$ cat src/hdl/media_link_defines.vh
`ifndef MEDIA_LINK_DEFINES_VH
`define MEDIA_LINK_DEFINES_VH
// Media selection codes reported on the status field.
`define MEDIA_NONE        2'h0
`define MEDIA_COPPER      2'h1
`define MEDIA_SERDES      2'h2
// Preference bit values.
`define PREF_COPPER       1'b0
`define PREF_SERDES       1'b1
// Powered-device detection status codes.
`define PD_SEARCH         2'h0
`define PD_FOUND          2'h1
`define PD_TIMEOUT        2'h2
// Crossover force codes (two-bit masked field).
`define XOVER_AUTO        2'h0
`define XOVER_STRAIGHT    2'h2
`define XOVER_CROSSED     2'h3
// Speed codes from the forced speed select bits {13,6}.
`define SPEED_10          2'h0
`define SPEED_100         2'h1
`define SPEED_1000        2'h2
// Loopback wait time in microseconds and derived cycle count at 20 MHz.
`define PD_WAIT_US        1000
`define CLK_MHZ           20
`define PD_WAIT_CYCLES    (`PD_WAIT_US * `CLK_MHZ)
// Default failed gigabit attempts before downshift.
`define DOWNSHIFT_DEFAULT 3'h2
`endif

$ cat src/hdl/pd_detect.v
`timescale 1ns/1ps
`default_nettype none
`include "media_link_defines.vh"
module pd_detect #(
	parameter WAIT_CYCLES = `PD_WAIT_CYCLES
) (
	// Clock and reset
	input  wire       clk,
	input  wire       srst,
	input  wire       ce,
	// Control
	input  wire       pd_enable,
	input  wire       aneg_enable,
	input  wire       loopback_seen,
	input  wire       link_up,
	input  wire       irq_read,
	// Status
	output reg  [1:0] pd_status_r,
	output reg        pd_active_r,
	output reg        pd_irq_r
);
	localparam ST_IDLE   = 2'h0;
	localparam ST_SEARCH = 2'h1;
	localparam ST_NORMAL = 2'h2;
	localparam ST_LINKED = 2'h3;
	reg [1:0]  state_r;
	reg [31:0] wait_r;
	always @(posedge clk) begin
		if (srst) begin
			state_r     <= ST_IDLE;
			wait_r      <= 32'h0;
			pd_status_r <= `PD_SEARCH;
			pd_active_r <= 1'b0;
			pd_irq_r    <= 1'b0;
		end else if (ce) begin
			// A new detection beats a read in the same cycle.
			if (state_r == ST_SEARCH && loopback_seen)
				pd_irq_r <= 1'b1;
			else if (irq_read)
				pd_irq_r <= 1'b0;
			case (state_r)
			ST_IDLE: begin
				if (pd_enable && aneg_enable) begin
					state_r     <= ST_SEARCH;
					wait_r      <= 32'h0;
					pd_status_r <= `PD_SEARCH;
					pd_active_r <= 1'b1;
				end
			end
			ST_SEARCH: begin
				if (!pd_enable || !aneg_enable) begin
					state_r     <= ST_IDLE;
					pd_active_r <= 1'b0;
				end else if (loopback_seen) begin
					pd_status_r <= `PD_FOUND;
				end else if (pd_status_r == `PD_SEARCH) begin
					if (wait_r >= WAIT_CYCLES - 1) begin
						pd_status_r <= `PD_TIMEOUT;
						pd_active_r <= 1'b0;
						state_r     <= ST_NORMAL;
					end else begin
						wait_r <= wait_r + 32'h1;
					end
				end
			end
			ST_NORMAL: begin
				// Link must come up first, then a drop restarts detection.
				if (link_up)
					state_r <= ST_LINKED;
			end
			ST_LINKED: begin
				// Searching again while linked would tear the link down, so wait for the drop.
				if (!link_up) begin
					if (pd_enable && aneg_enable) begin
						state_r     <= ST_SEARCH;
						wait_r      <= 32'h0;
						pd_status_r <= `PD_SEARCH;
						pd_active_r <= 1'b1;
					end else begin
						state_r <= ST_IDLE;
					end
				end
			end
			default: state_r <= ST_IDLE;
			endcase
		end
	end
endmodule // pd_detect
`default_nettype wire

$ cat src/hdl/media_link_ctrl.v
`timescale 1ns/1ps
`default_nettype none
`include "media_link_defines.vh"
module media_link_ctrl #(
	parameter PD_WAIT_CYCLES = `PD_WAIT_CYCLES,
	parameter DS_WIDTH       = 3
) (
	// Clock, reset and enable
	input  wire                clk,
	input  wire                srst,
	input  wire                ce,
	// Media selection configuration
	input  wire                auto_media_select,
	input  wire                media_pref,
	input  wire                serdes_passthru,
	// Media link inputs from the pins
	input  wire                signal_present_input,
	input  wire                serdes_link_in,
	input  wire                serdes_attempt_in,
	input  wire                copper_link_in,
	input  wire                copper_attempt_in,
	// Copper control
	input  wire                aneg_enable,
	input  wire                speed_sel_lsb,
	input  wire                speed_sel_msb,
	input  wire                duplex_force,
	input  wire                next_page_en,
	// Local and link partner abilities {1000F,1000H,100F,100H,10F,10H}
	input  wire [5:0]          local_ability,
	input  wire [5:0]          link_partner_ability,
	input  wire                link_partner_aneg,
	input  wire                link_partner_np,
	input  wire                local_master_pref,
	input  wire                link_partner_master_pref,
	input  wire [1:0]          parallel_speed_in,
	// Crossover and polarity
	input  wire [1:0]          xover_force,
	input  wire                xover_disable,
	input  wire                polarity_disable,
	input  wire                forced_xover_disable,
	input  wire [1:0]          pair_ab_swap_in,
	input  wire [1:0]          pair_cd_swap_in,
	input  wire [3:0]          pair_inverted_in,
	// Downshift
	input  wire                downshift_en,
	input  wire [DS_WIDTH-1:0] downshift_limit,
	input  wire                giga_attempt_fail,
	// Powered-device detection
	input  wire                pd_enable,
	input  wire                pd_loopback_in,
	input  wire                pd_irq_read,
	// Status
	output reg  [1:0]          media_sel_r,
	output reg                 copper_drop_r,
	output reg                 std_regs_serdes_r,
	output reg                 link_up_r,
	output reg  [1:0]          speed_r,
	output reg                 duplex_r,
	output reg                 master_r,
	output reg                 np_exchange_r,
	output reg                 parallel_det_r,
	output reg                 mdix_r,
	output reg                 cd_swap_r,
	output reg  [3:0]          polarity_fix_r,
	output reg                 downshifted_r,
	output wire [5:0]          adv_ability,
	output wire [1:0]          pd_status,
	output wire                pd_active,
	output wire                pd_irq
);
	// Two-stage synchronisers for the pin inputs other than parallel_speed_in, the ability words and link_partner_master_pref.
	localparam NSYNC = 17;
	wire [NSYNC-1:0] raw = {signal_present_input, serdes_link_in, serdes_attempt_in, copper_link_in,
		copper_attempt_in, pd_loopback_in, pair_ab_swap_in, pair_cd_swap_in, pair_inverted_in,
		giga_attempt_fail, link_partner_aneg, link_partner_np};
	reg [NSYNC-1:0] s1_r;
	reg [NSYNC-1:0] s2_r;
	always @(posedge clk) begin
		if (srst) begin
			s1_r <= {NSYNC{1'b0}};
			s2_r <= {NSYNC{1'b0}};
		end else if (ce) begin
			s1_r <= raw;
			s2_r <= s1_r;
		end
	end
	wire       sig_present   = s2_r[16];
	wire       serdes_lnk_a  = s2_r[15];
	wire       serdes_try    = s2_r[14];
	wire       copper_lnk    = s2_r[13];
	wire       copper_try    = s2_r[12];
	wire       pd_loop       = s2_r[11];
	wire [1:0] ab_swap       = s2_r[10:9];
	wire [1:0] cd_swap       = s2_r[8:7];
	wire [3:0] inverted      = s2_r[6:3];
	wire       giga_fail     = s2_r[2];
	wire       lp_aneg       = s2_r[1];
	wire       lp_np         = s2_r[0];

	// In pass-through the MAC owns the serdes link; the pin alone says up.
	wire serdes_lnk = serdes_passthru ? sig_present : serdes_lnk_a;

	// Media selection; copper is dropped while serdes is preferred and linked.
	reg [1:0] sel_nxt;
	always @* begin
		sel_nxt = `MEDIA_NONE;
		if (!auto_media_select)
			sel_nxt = serdes_passthru ? `MEDIA_SERDES : `MEDIA_COPPER;
		else if (media_pref == `PREF_SERDES) begin
			if (serdes_lnk)
				sel_nxt = `MEDIA_SERDES;
			else if (copper_lnk)
				sel_nxt = (serdes_try && media_sel_r != `MEDIA_COPPER) ? `MEDIA_SERDES : `MEDIA_COPPER;
			else if (serdes_try)
				sel_nxt = `MEDIA_SERDES;
		end else begin
			if (copper_lnk || copper_try)
				sel_nxt = `MEDIA_COPPER;
			else if (serdes_lnk)
				sel_nxt = `MEDIA_SERDES;
		end
	end

	// Ability resolution, highest common wins.
	function [2:0] best;
		input [5:0] a;
		begin
			best = a[5] ? 3'h5 : a[4] ? 3'h4 : a[3] ? 3'h3 : a[2] ? 3'h2 : a[1] ? 3'h1 : a[0] ? 3'h0 : 3'h7;
		end
	endfunction

	// Downshift: after the limit of failures, the gigabit bits go off advertising.
	reg [DS_WIDTH-1:0] fail_cnt_r;
	reg                fail_d_r;
	assign adv_ability = downshifted_r ? {2'b00, local_ability[3:0]} : local_ability;
	wire [5:0] common  = adv_ability & link_partner_ability;
	wire [2:0] res     = best(common);

	wire copper_ok    = copper_lnk && !(media_pref == `PREF_SERDES && auto_media_select && serdes_lnk);
	wire xover_run    = !xover_disable && (aneg_enable || (!forced_xover_disable && speed_r != `SPEED_1000));
	wire [1:0] forced_speed = {speed_sel_msb, speed_sel_lsb};

	wire [1:0] pd_st;
	pd_detect #(
		.WAIT_CYCLES (PD_WAIT_CYCLES)
	) u_pd (
		.clk           (clk),
		.srst          (srst),
		.ce            (ce),
		.pd_enable     (pd_enable),
		.aneg_enable   (aneg_enable),
		.loopback_seen (pd_loop),
		.link_up       (link_up_r),
		.irq_read      (pd_irq_read),
		.pd_status_r   (pd_st),
		.pd_active_r   (pd_active),
		.pd_irq_r      (pd_irq)
	);
	assign pd_status = pd_st;

	always @(posedge clk) begin
		if (srst) begin
			media_sel_r       <= `MEDIA_NONE;
			copper_drop_r     <= 1'b0;
			std_regs_serdes_r <= 1'b0;
			link_up_r         <= 1'b0;
			speed_r           <= `SPEED_10;
			duplex_r          <= 1'b0;
			master_r          <= 1'b0;
			np_exchange_r     <= 1'b0;
			parallel_det_r    <= 1'b0;
			mdix_r            <= 1'b0;
			cd_swap_r         <= 1'b0;
			polarity_fix_r    <= 4'h0;
			downshifted_r     <= 1'b0;
			fail_cnt_r        <= {DS_WIDTH{1'b0}};
			fail_d_r          <= 1'b0;
		end else if (ce) begin
			media_sel_r   <= sel_nxt;
			copper_drop_r <= copper_lnk && !copper_ok;
			// Standard status shows serdes only in autoneg serdes mode.
			std_regs_serdes_r <= auto_media_select && !serdes_passthru && sel_nxt == `MEDIA_SERDES;
			if (sel_nxt == `MEDIA_SERDES)
				link_up_r <= serdes_lnk;
			else
				link_up_r <= copper_ok && !pd_active;
			if (!aneg_enable) begin
				speed_r        <= forced_speed;
				duplex_r       <= duplex_force;
				parallel_det_r <= 1'b0;
			end else if (!lp_aneg) begin
				speed_r        <= parallel_speed_in;
				duplex_r       <= 1'b0;
				parallel_det_r <= 1'b1;
			end else if (res != 3'h7) begin
				speed_r        <= (res >= 3'h4) ? `SPEED_1000 : (res >= 3'h2) ? `SPEED_100 : `SPEED_10;
				duplex_r       <= res[0];
				parallel_det_r <= 1'b0;
			end
			// Gigabit role: preference mismatch decides, ties leave slave.
			master_r      <= aneg_enable && res >= 3'h4 && local_master_pref && !link_partner_master_pref;
			np_exchange_r <= aneg_enable && next_page_en && lp_np;
			// Crossover: forced code beats detection; detection copes with C/D swaps.
			if (xover_force == `XOVER_STRAIGHT) begin
				mdix_r <= 1'b0;
			end else if (xover_force == `XOVER_CROSSED) begin
				mdix_r <= 1'b1;
			end else if (xover_run) begin
				mdix_r    <= ab_swap[0] & ab_swap[1];
				cd_swap_r <= cd_swap[0] & cd_swap[1];
			end else begin
				// Without detection the port falls back to straight wiring.
				mdix_r    <= 1'b0;
				cd_swap_r <= 1'b0;
			end
			polarity_fix_r <= polarity_disable ? 4'h0 : inverted;
			fail_d_r <= giga_fail;
			if (!downshift_en || link_up_r) begin
				fail_cnt_r <= {DS_WIDTH{1'b0}};
				if (!downshift_en)
					downshifted_r <= 1'b0;
			end else if (giga_fail && !fail_d_r && !downshifted_r) begin
				if (fail_cnt_r + 1'b1 >= downshift_limit)
					downshifted_r <= 1'b1;
				fail_cnt_r <= fail_cnt_r + 1'b1;
			end
		end
	end
endmodule // media_link_ctrl
`default_nettype wire

$ cat config.mk
export PLATFORM = sky130hd
export DESIGN_NAME = media_link_ctrl
export DESIGN_NICKNAME = d
export VERILOG_FILES = /design/src/hdl/pd_detect.v /design/src/hdl/media_link_ctrl.v
export VERILOG_INCLUDE_DIRS = /design/src /design/src/hdl
export SDC_FILE = /design/constraint.sdc
export NUM_CORES = 1
export LEC_CHECK = 0
export BUFFER_PORTS_ARGS = -buffer_cell sky130_fd_sc_hd__buf_2
export CORE_MARGIN = 8
export CORE_UTILIZATION = 58
export CTS_BUF_LIST = sky130_fd_sc_hd__clkbuf_4 sky130_fd_sc_hd__clkbuf_8 sky130_fd_sc_hd__clkbuf_16
export CTS_CLUSTER_DIAMETER = 120
export DETAILED_ROUTE_END_ITERATION = 10
export PLACE_DENSITY = 0.83
export SLEW_MARGIN = 30
export SYNTH_ARGS = -nofsm -noshare
export SYNTH_HDL_FRONTEND = slang
export SYNTH_SLANG_ARGS = --single-unit
$ cat constraint.sdc
create_clock -name clk -period 4 [get_ports clk]
set_input_delay 0.4 -clock clk [delete_from_list [all_inputs] [get_ports clk]]
set_output_delay 0.4 -clock clk [all_outputs]
set_load 0.01 [all_outputs]
==> impl_metrics.csv, run 1 <==
group,metric,value,unit
run_status,status,"completed",
cells_and_area,num-fill-cells,555,
sta,slew_headroom,46.1,%
critical_path,reg2reg_to,"u_pd.wait_r[11]$_SDFFE_PP0P_",
hold_path,min-delay-path-class,"input port to register",
sta,fin_crit,2450,ps
floorplanning,io_pins,83,
critical_path,max_stage_delay,560,ps
yosys,synth_top_area_share,47.0,%
grt,antenna_found_initial,0,
cts,root_buffer,"clkbuf_8",
critical_path,crit_chain,"ha_1 > and4_1 > o211ai_1 > and4_1 > a21oi_2 > or4_1 > a21oi_1",
critical_path,crit_buf_inv,0,
power_and_ir_drop,vdd_drop_max,0.275,mV
sta,finClkSkew,4.70,ps
placed_design,place_inst,582,
yosys,ys.warnings.count,0,
critical_path,path_max_fanout,23,
sta,worst_pin_slew,808,ps
hold_path,hold_start,"pair_inverted_in[0]",
floorplanning,fp.dieH,99.1,um
grt,grt_overflow,0,
drt,finalWirelength,8500,um
cts,cts_tree,"built",
yosys,syn_inst,442,
yosys,async_flop_share,0,%
cells_and_area,final_cells,598,
critical_path,crit_path_end,"u_pd.wait_r[11]$_SDFFE_PP0P_",
critical_path,critPathLaunch,"u_pd.wait_r[0]$_SDFFE_PP0P_",
drt,first_pass_iters,5,
grt,grt_pass1_wl,14900,um
cts,cts.path.max_buffers,2,
yosys,syn_area_per_cell,9.05,um^2
cts,postCtsResizedCells,0,
floorplanning,dieArea,9810,um^2
cells_and_area,drive_gt1_share,20.8,%
sta,final_max_slew_viol_count,0,
drt,vias,3336,
cts,cts.clk_slew.worst_paths,90,ps
cells_and_area,nets,573,
cts,htree_levels,3,
yosys,synth_edf_count,0,
placed_design,dp_hpwl,6130,um
cts,clock-sinks,94,
critical_path,worst_path_most_repeated_cell,"and4_1",
yosys,ys.flop_type,"dfxtp_1",
critical_path,cp.required,4290,ps
critical_path,crit_family,"simple AND/OR/NAND/NOR gates",
cts,post_cts_buffers,0,
cells_and_area,final_common_cell,"dfxtp_1",
yosys,seq_area_frac_synth,47.0,%
critical_path,cp_slowest_cell,"or4_1",
sta,timing_hold_violations_final,0,
cells_and_area,area_delta_synth_final,14.6,%
critical_path,critPathLaunchType,"register",
drt,wl_per_cell,14.2,um
cells_and_area,layout_common_cells,"dfxtp_1, buf_2, nor2_1",
power_and_ir_drop,power,1.70,mW
cells_and_area,utilization,68.2,%
placed_design,routabilityCongestion,0.850,
grt,grt_usage,18.2,%
grt,grt_max_degree,67,
sta,rsz0062_at_grt,"no",
critical_path,critPathKind,"register to register",
floorplanning,core,6720,um^2
cts,clk_latency,350,ps
sta,finalCritPeriodShare,61.2,%
critical_path,arrival,2740,ps
drt,avgViaCountPerCell,5.58,
floorplanning,start_util,59.6,%
critical_path,cp.depth,7,
yosys,yosysTopAreaCell,"dfxtp_1",
cts,cts_buffers,9,
critical_path,r2r_start,"u_pd.wait_r[0]$_SDFFE_PP0P_",
sta,timing.fmax,408,MHz
critical_path,r2r_setup_slack,1550,ps
yosys,ys_types,53,
floorplanning,rows,30,
sta,tns,0,ps
grt,grt_pass1_vias,3352,
cts,cts_hold_buffers,0,
yosys,synth_area,4000,um^2
yosys,synth-seq-cells,94,
cells_and_area,diodes,0,
yosys,ys_top_cells_by_area,"dfxtp_1, mux2i_1, nor2_1",
drt,drc_errors,0,
placed_design,numPortBuffers,82,
drt,first_iter_violations,129,
power_and_ir_drop,p_per_area,370,nW/um^2
critical_path,end_kind,"register",
job,drv_cap,0,
drt,antenna_left,0,
power_and_ir_drop,leakage,1.97,nW
critical_path,reg2regPathDepth,7,
floorplanning,die_w,99.1,um
yosys,syn_nets,502,
sta,setup_viol,0,
per-stage QoR:
stage,setup slack [ps],instance area (um^2),hold WS (ps)
2_1_floorplan,1960,4000,430
3_3_place_gp,1520,4410,443
3_5_place_dp,1400,4410,446
4_1_cts,1540,4580,269
5_1_grt,1330,4580,271
6_report,1550,4580,280
power by group:
group	switching, mW	internal (mW)
Clock	0.319	0.240
Sequential	0.0174	0.959
Combinational	0.0891	0.0719
worst min-delay path by stage:
| stage | to | cells after the start | slack, ps |
|---|---|---|---|
| finish | s1_r[3]$_SDFFE_PP0P_ | 3 | 280 |
| global route | s1_r[15]$_SDFFE_PP0P_ | 3 | 270 |
| CTS | s1_r[12]$_SDFFE_PP0P_ | 3 | 270 |
| detailed placement | u_pd.wait_r[26]$_SDFFE_PP0P_ | 1 | 450 |
| global placement | u_pd.wait_r[16]$_SDFFE_PP0P_ | 1 | 440 |
| floorplan | u_pd.wait_r[16]$_SDFFE_PP0P_ | 1 | 430 |
cell type report:
| cell class | instances | area, um^2 | area share [%] |
|---|---|---|---|
| clock buffers | 11 | 139 | 3.03 |
| flip-flops and latches | 94 | 1880 | 41.0 |
| clock inverters | 5 | 36.3 | 0.791 |
| multi-input cells | 315 | 1970 | 42.9 |
| repair buffers | 84 | 425 | 9.28 |
| well taps | 80 | 100 | 2.18 |
| inverters | 9 | 33.8 | 0.737 |
per-layer routing:
metal / routed length, um / GRT usage (%) / up-vias
li1: - / - / 1694
met1: 3800 / 20.7 / 1563
met2: 4070 / 30.8 / 64
met3: 466 / 5.14 / 15
met4: 159 / 8.50 / 0
met5: 0 / 0 / -
cells in the mapped netlist (all sizes together) (5+ instances only):
cell type	instances
nand2b	8
and2	16
or4	6
inv	9
nor2b	7
nor3	7
nand3	13
clkbuf	16
a21oi	35
buf	8
ha	5
or3	9
nor2	67
and3	5
o21ai	12
o31ai	5
mux2i	38
nand2	29
dfxtp	94
flip-flops by register name, summed over array words and instances, names as in the netlist, 2 cells and up, named ones only:
name / count
polarity_fix_r: 4
u_pd.pd_status_r: 2
fail_cnt_r: 3
u_pd.wait_r: 32
s2_r: 17
speed_r: 2
s1_r: 17
media_sel_r: 2
tightest hold or removal path, stage by stage:
cell,delay [ps]
buf_2,80
mux2i_1,60
nor2_1,70
kinds of logic after synthesis:
| logic type | count (synthesis) | synth area share [%] |
|---|---|---|
| compound gates | 77 | 12.3 |
| xor+xnor | 3 | 0.657 |
| fa+ha+maj | 5 | 1.56 |
| buf+inv | 33 | 3.78 |
| flops | 94 | 47.0 |
| mux | 39 | 9.79 |
| simple gates | 191 | 24.9 |
Power figures use the tool's default switching activity.
==> run 2: changes to the inputs <==
--- a/config.mk
+++ b/config.mk
@@ -8,11 +8,11 @@
 export LEC_CHECK = 0
 export BUFFER_PORTS_ARGS = -buffer_cell sky130_fd_sc_hd__buf_2
 export CORE_MARGIN = 8
-export CORE_UTILIZATION = 58
+export CORE_UTILIZATION = 49
 export CTS_BUF_LIST = sky130_fd_sc_hd__clkbuf_4 sky130_fd_sc_hd__clkbuf_8 sky130_fd_sc_hd__clkbuf_16
 export CTS_CLUSTER_DIAMETER = 120
 export DETAILED_ROUTE_END_ITERATION = 10
-export PLACE_DENSITY = 0.83
+export PLACE_DENSITY = 0.74
 export SLEW_MARGIN = 30
 export SYNTH_ARGS = -nofsm -noshare
 export SYNTH_HDL_FRONTEND = slang
==> constraint.sdc (replaced) <==
create_clock -name clk -period 2.23 [get_ports clk]
set_input_delay 0.223 -clock clk [delete_from_list [all_inputs] [get_ports clk]]
set_output_delay 0.223 -clock clk [all_outputs]
set_load 0.01 [all_outputs]
==> impl_metrics.csv, run 2 (synthesized netlist as in run 1, its figures left out) <==
group,metric,value,unit
sta,timing.fmax,469,MHz
floorplanning,rows,33,
sta,worst_pin_slew,781,ps
sta,setup_viol,0,
drt,antenna_left,0,
cells_and_area,top_regs,"u_pd.wait_r (32), s1_r (17), s2_r (17)",
drt,finalWirelength,9080,um
critical_path,arrival,2420,ps
cells_and_area,final_common_cell,"dfxtp_1",
cts,clock-sinks,94,
critical_path,max_stage_delay,550,ps
floorplanning,fp.dieH,106,um
job,drv_cap,0,
run_status,status,"completed",
floorplanning,io_pins,83,
power_and_ir_drop,switchingPower,804,uW
critical_path,crit_chain,"or3_1 > o211ai_1 > and4_4 > a21oi_4 > or4_1 > a21oi_1",
critical_path,critPathKind,"register to register",
power_and_ir_drop,p_per_area,675,nW/um^2
sta,hold_ws,93.3,ps
cells_and_area,largest_reg_flops,32,
cells_and_area,num-fill-cells,726,
drt,first_pass_iters,4,
cts,root_buffer,"clkbuf_8",
hold_path,min-delay-path-class,"input port to register",
critical_path,cp_slowest_cell,"or4_1",
hold_path,hold_start,"pair_inverted_in[1]",
cts,cts_tree,"built",
power_and_ir_drop,seq_power_share,53.8,%
power_and_ir_drop,vdd_drop_max,0.416,mV
floorplanning,core,8050,um^2
grt,grt_usage,16.2,%
sta,slew_headroom,47.9,%
grt,antenna_found_initial,1,
power_and_ir_drop,p_int,2.45,mW
cts,cts.path.max_buffers,2,
drt,drc_errors,0,
floorplanning,start_util,49.7,%
power_and_ir_drop,clock_power_share,36.4,%
critical_path,r2r_start,"u_pd.wait_r[5]$_SDFFE_PP0P_",
grt,grt_overflow,0,
placed_design,routabilityCongestion,0.832,
sta,final_max_slew_viol_count,0,
cells_and_area,layout_common_cells,"dfxtp_1, buf_2, nor2_1",
floorplanning,dieArea,11300,um^2
power_and_ir_drop,combPwrFrac,9.8,%
cts,htree_levels,3,
cells_and_area,diodes,0,
sta,finalCritPeriodShare,95.6,%
power_and_ir_drop,leakage,2.10,nW
cells_and_area,multi_input_area,1980,um^2
cts,cts.clk_slew.worst_paths,90,ps
sta,fin_crit,2130,ps
drt,avgViaCountPerCell,5.40,
critical_path,cp.required,2520,ps
floorplanning,die_w,106,um
cts,cts_buffers,9,
cts,clk_latency,360,ps
critical_path,critPathLaunchType,"register",
drt,vias,3461,
cells_and_area,largest-register,"u_pd.wait_r",
grt,grt_max_degree,58,
cells_and_area,drive_gt1_share,23.7,%
critical_path,path_max_fanout,16,
drt,wl_per_cell,14.2,um
sta,tns,0,ps
cells_and_area,nets,591,
drt,first_iter_violations,149,
sta,finClkSkew,6.57,ps
grt,grt_pass1_wl,15500,um
placed_design,numPortBuffers,82,
power_and_ir_drop,swShare,24.7,%
critical_path,end_kind,"register",
cts,cts_hold_buffers,0,
cells_and_area,area_delta_synth_final,20.2,%
sta,rsz0062_at_grt,"no",
grt,grt_pass1_vias,3493,
placed_design,dp_hpwl,6450,um
cells_and_area,seq_area,1880,um^2
critical_path,critPathLaunch,"u_pd.wait_r[5]$_SDFFE_PP0P_",
sta,timing_hold_violations_final,0,
==> run 2: through the flow <==
| step | std cells | power, mW | setup slack, ps | util, % | instance area (um^2) |
|---|---|---|---|---|---|
| floorplan | 442 | 1.98 | 187 | - | 4000 |
| global placement | 622 | 2.09 | 135 | 56.7 | 4570 |
| detailed placement | 622 | 2.10 | 23.2 | 56.7 | 4570 |
| CTS | 638 | 3.27 | 35.8 | 59.4 | 4790 |
| global route | 641 | 3.38 | 18.1 | 59.8 | 4810 |
| finish | 641 | 3.25 | 98.6 | 59.8 | 4810 |
==> run 2: timing repair <==
item	in CTS	in global routing
gates cloned	0	0
endpoints found under the setup margin	3	5
pin swaps	0	2
resized for setup	1	2
setup buffers	0	3
==> run 2: critical path, delay by kind of cell, from the launching register on <==
| kind | cells | cell delay [ps] |
|---|---|---|
| simple gates | 3 | 1210 |
| compound gates | 3 | 500 |
| flops | 1 | 360 |
==> run 2: worst paths after layout <==
check,to,slack (ps),depth (start not counted)
setup / recovery,u_pd.wait_r[13]$_SDFFE_PP0P_,100,6
setup reg to reg,u_pd.wait_r[13]$_SDFFE_PP0P_,100,6
hold / removal,s1_r[4]$_SDFFE_PP0P_,90,3
hold reg to reg,fail_cnt_r[1]$_SDFFE_PP0P_,460,2
==> run 2: area by class of cell <==
| cell class | instances | area share [%] |
|---|---|---|
| Clock inverter | 5 | 1.40 |
| Sequential cell | 94 | 39.1 |
| Timing Repair Buffer | 102 | 11.9 |
| Multi-Input combinational cell | 315 | 41.1 |
| Clock buffer | 11 | 3.02 |
| Inverter | 9 | 0.702 |
| Tap cell | 105 | 2.73 |
==> run 2: power by group through the flow <==
| stage | combinational [mW] | sequential [mW] | clock, mW |
|---|---|---|---|
| after CTS | 0.314 | 1.75 | 1.21 |
| after floorplan | 0.189 | 1.79 | 0 |
| after global routing | 0.353 | 1.75 | 1.28 |
| after global placement | 0.304 | 1.79 | 0 |
| after detailed placement | 0.311 | 1.79 | 0 |
| final | 0.318 | 1.75 | 1.18 |
==> run 2: routing by layer <==
layer | GRT usage, % | wire [um] | vias to the layer above
li1 | - | - | 1737
met4 | 4.92 | 62 | 2
met5 | 0 | 8 | -
met1 | 19.4 | 4200 | 1640
met3 | 4.17 | 401 | 10
met2 | 27.7 | 4410 | 72
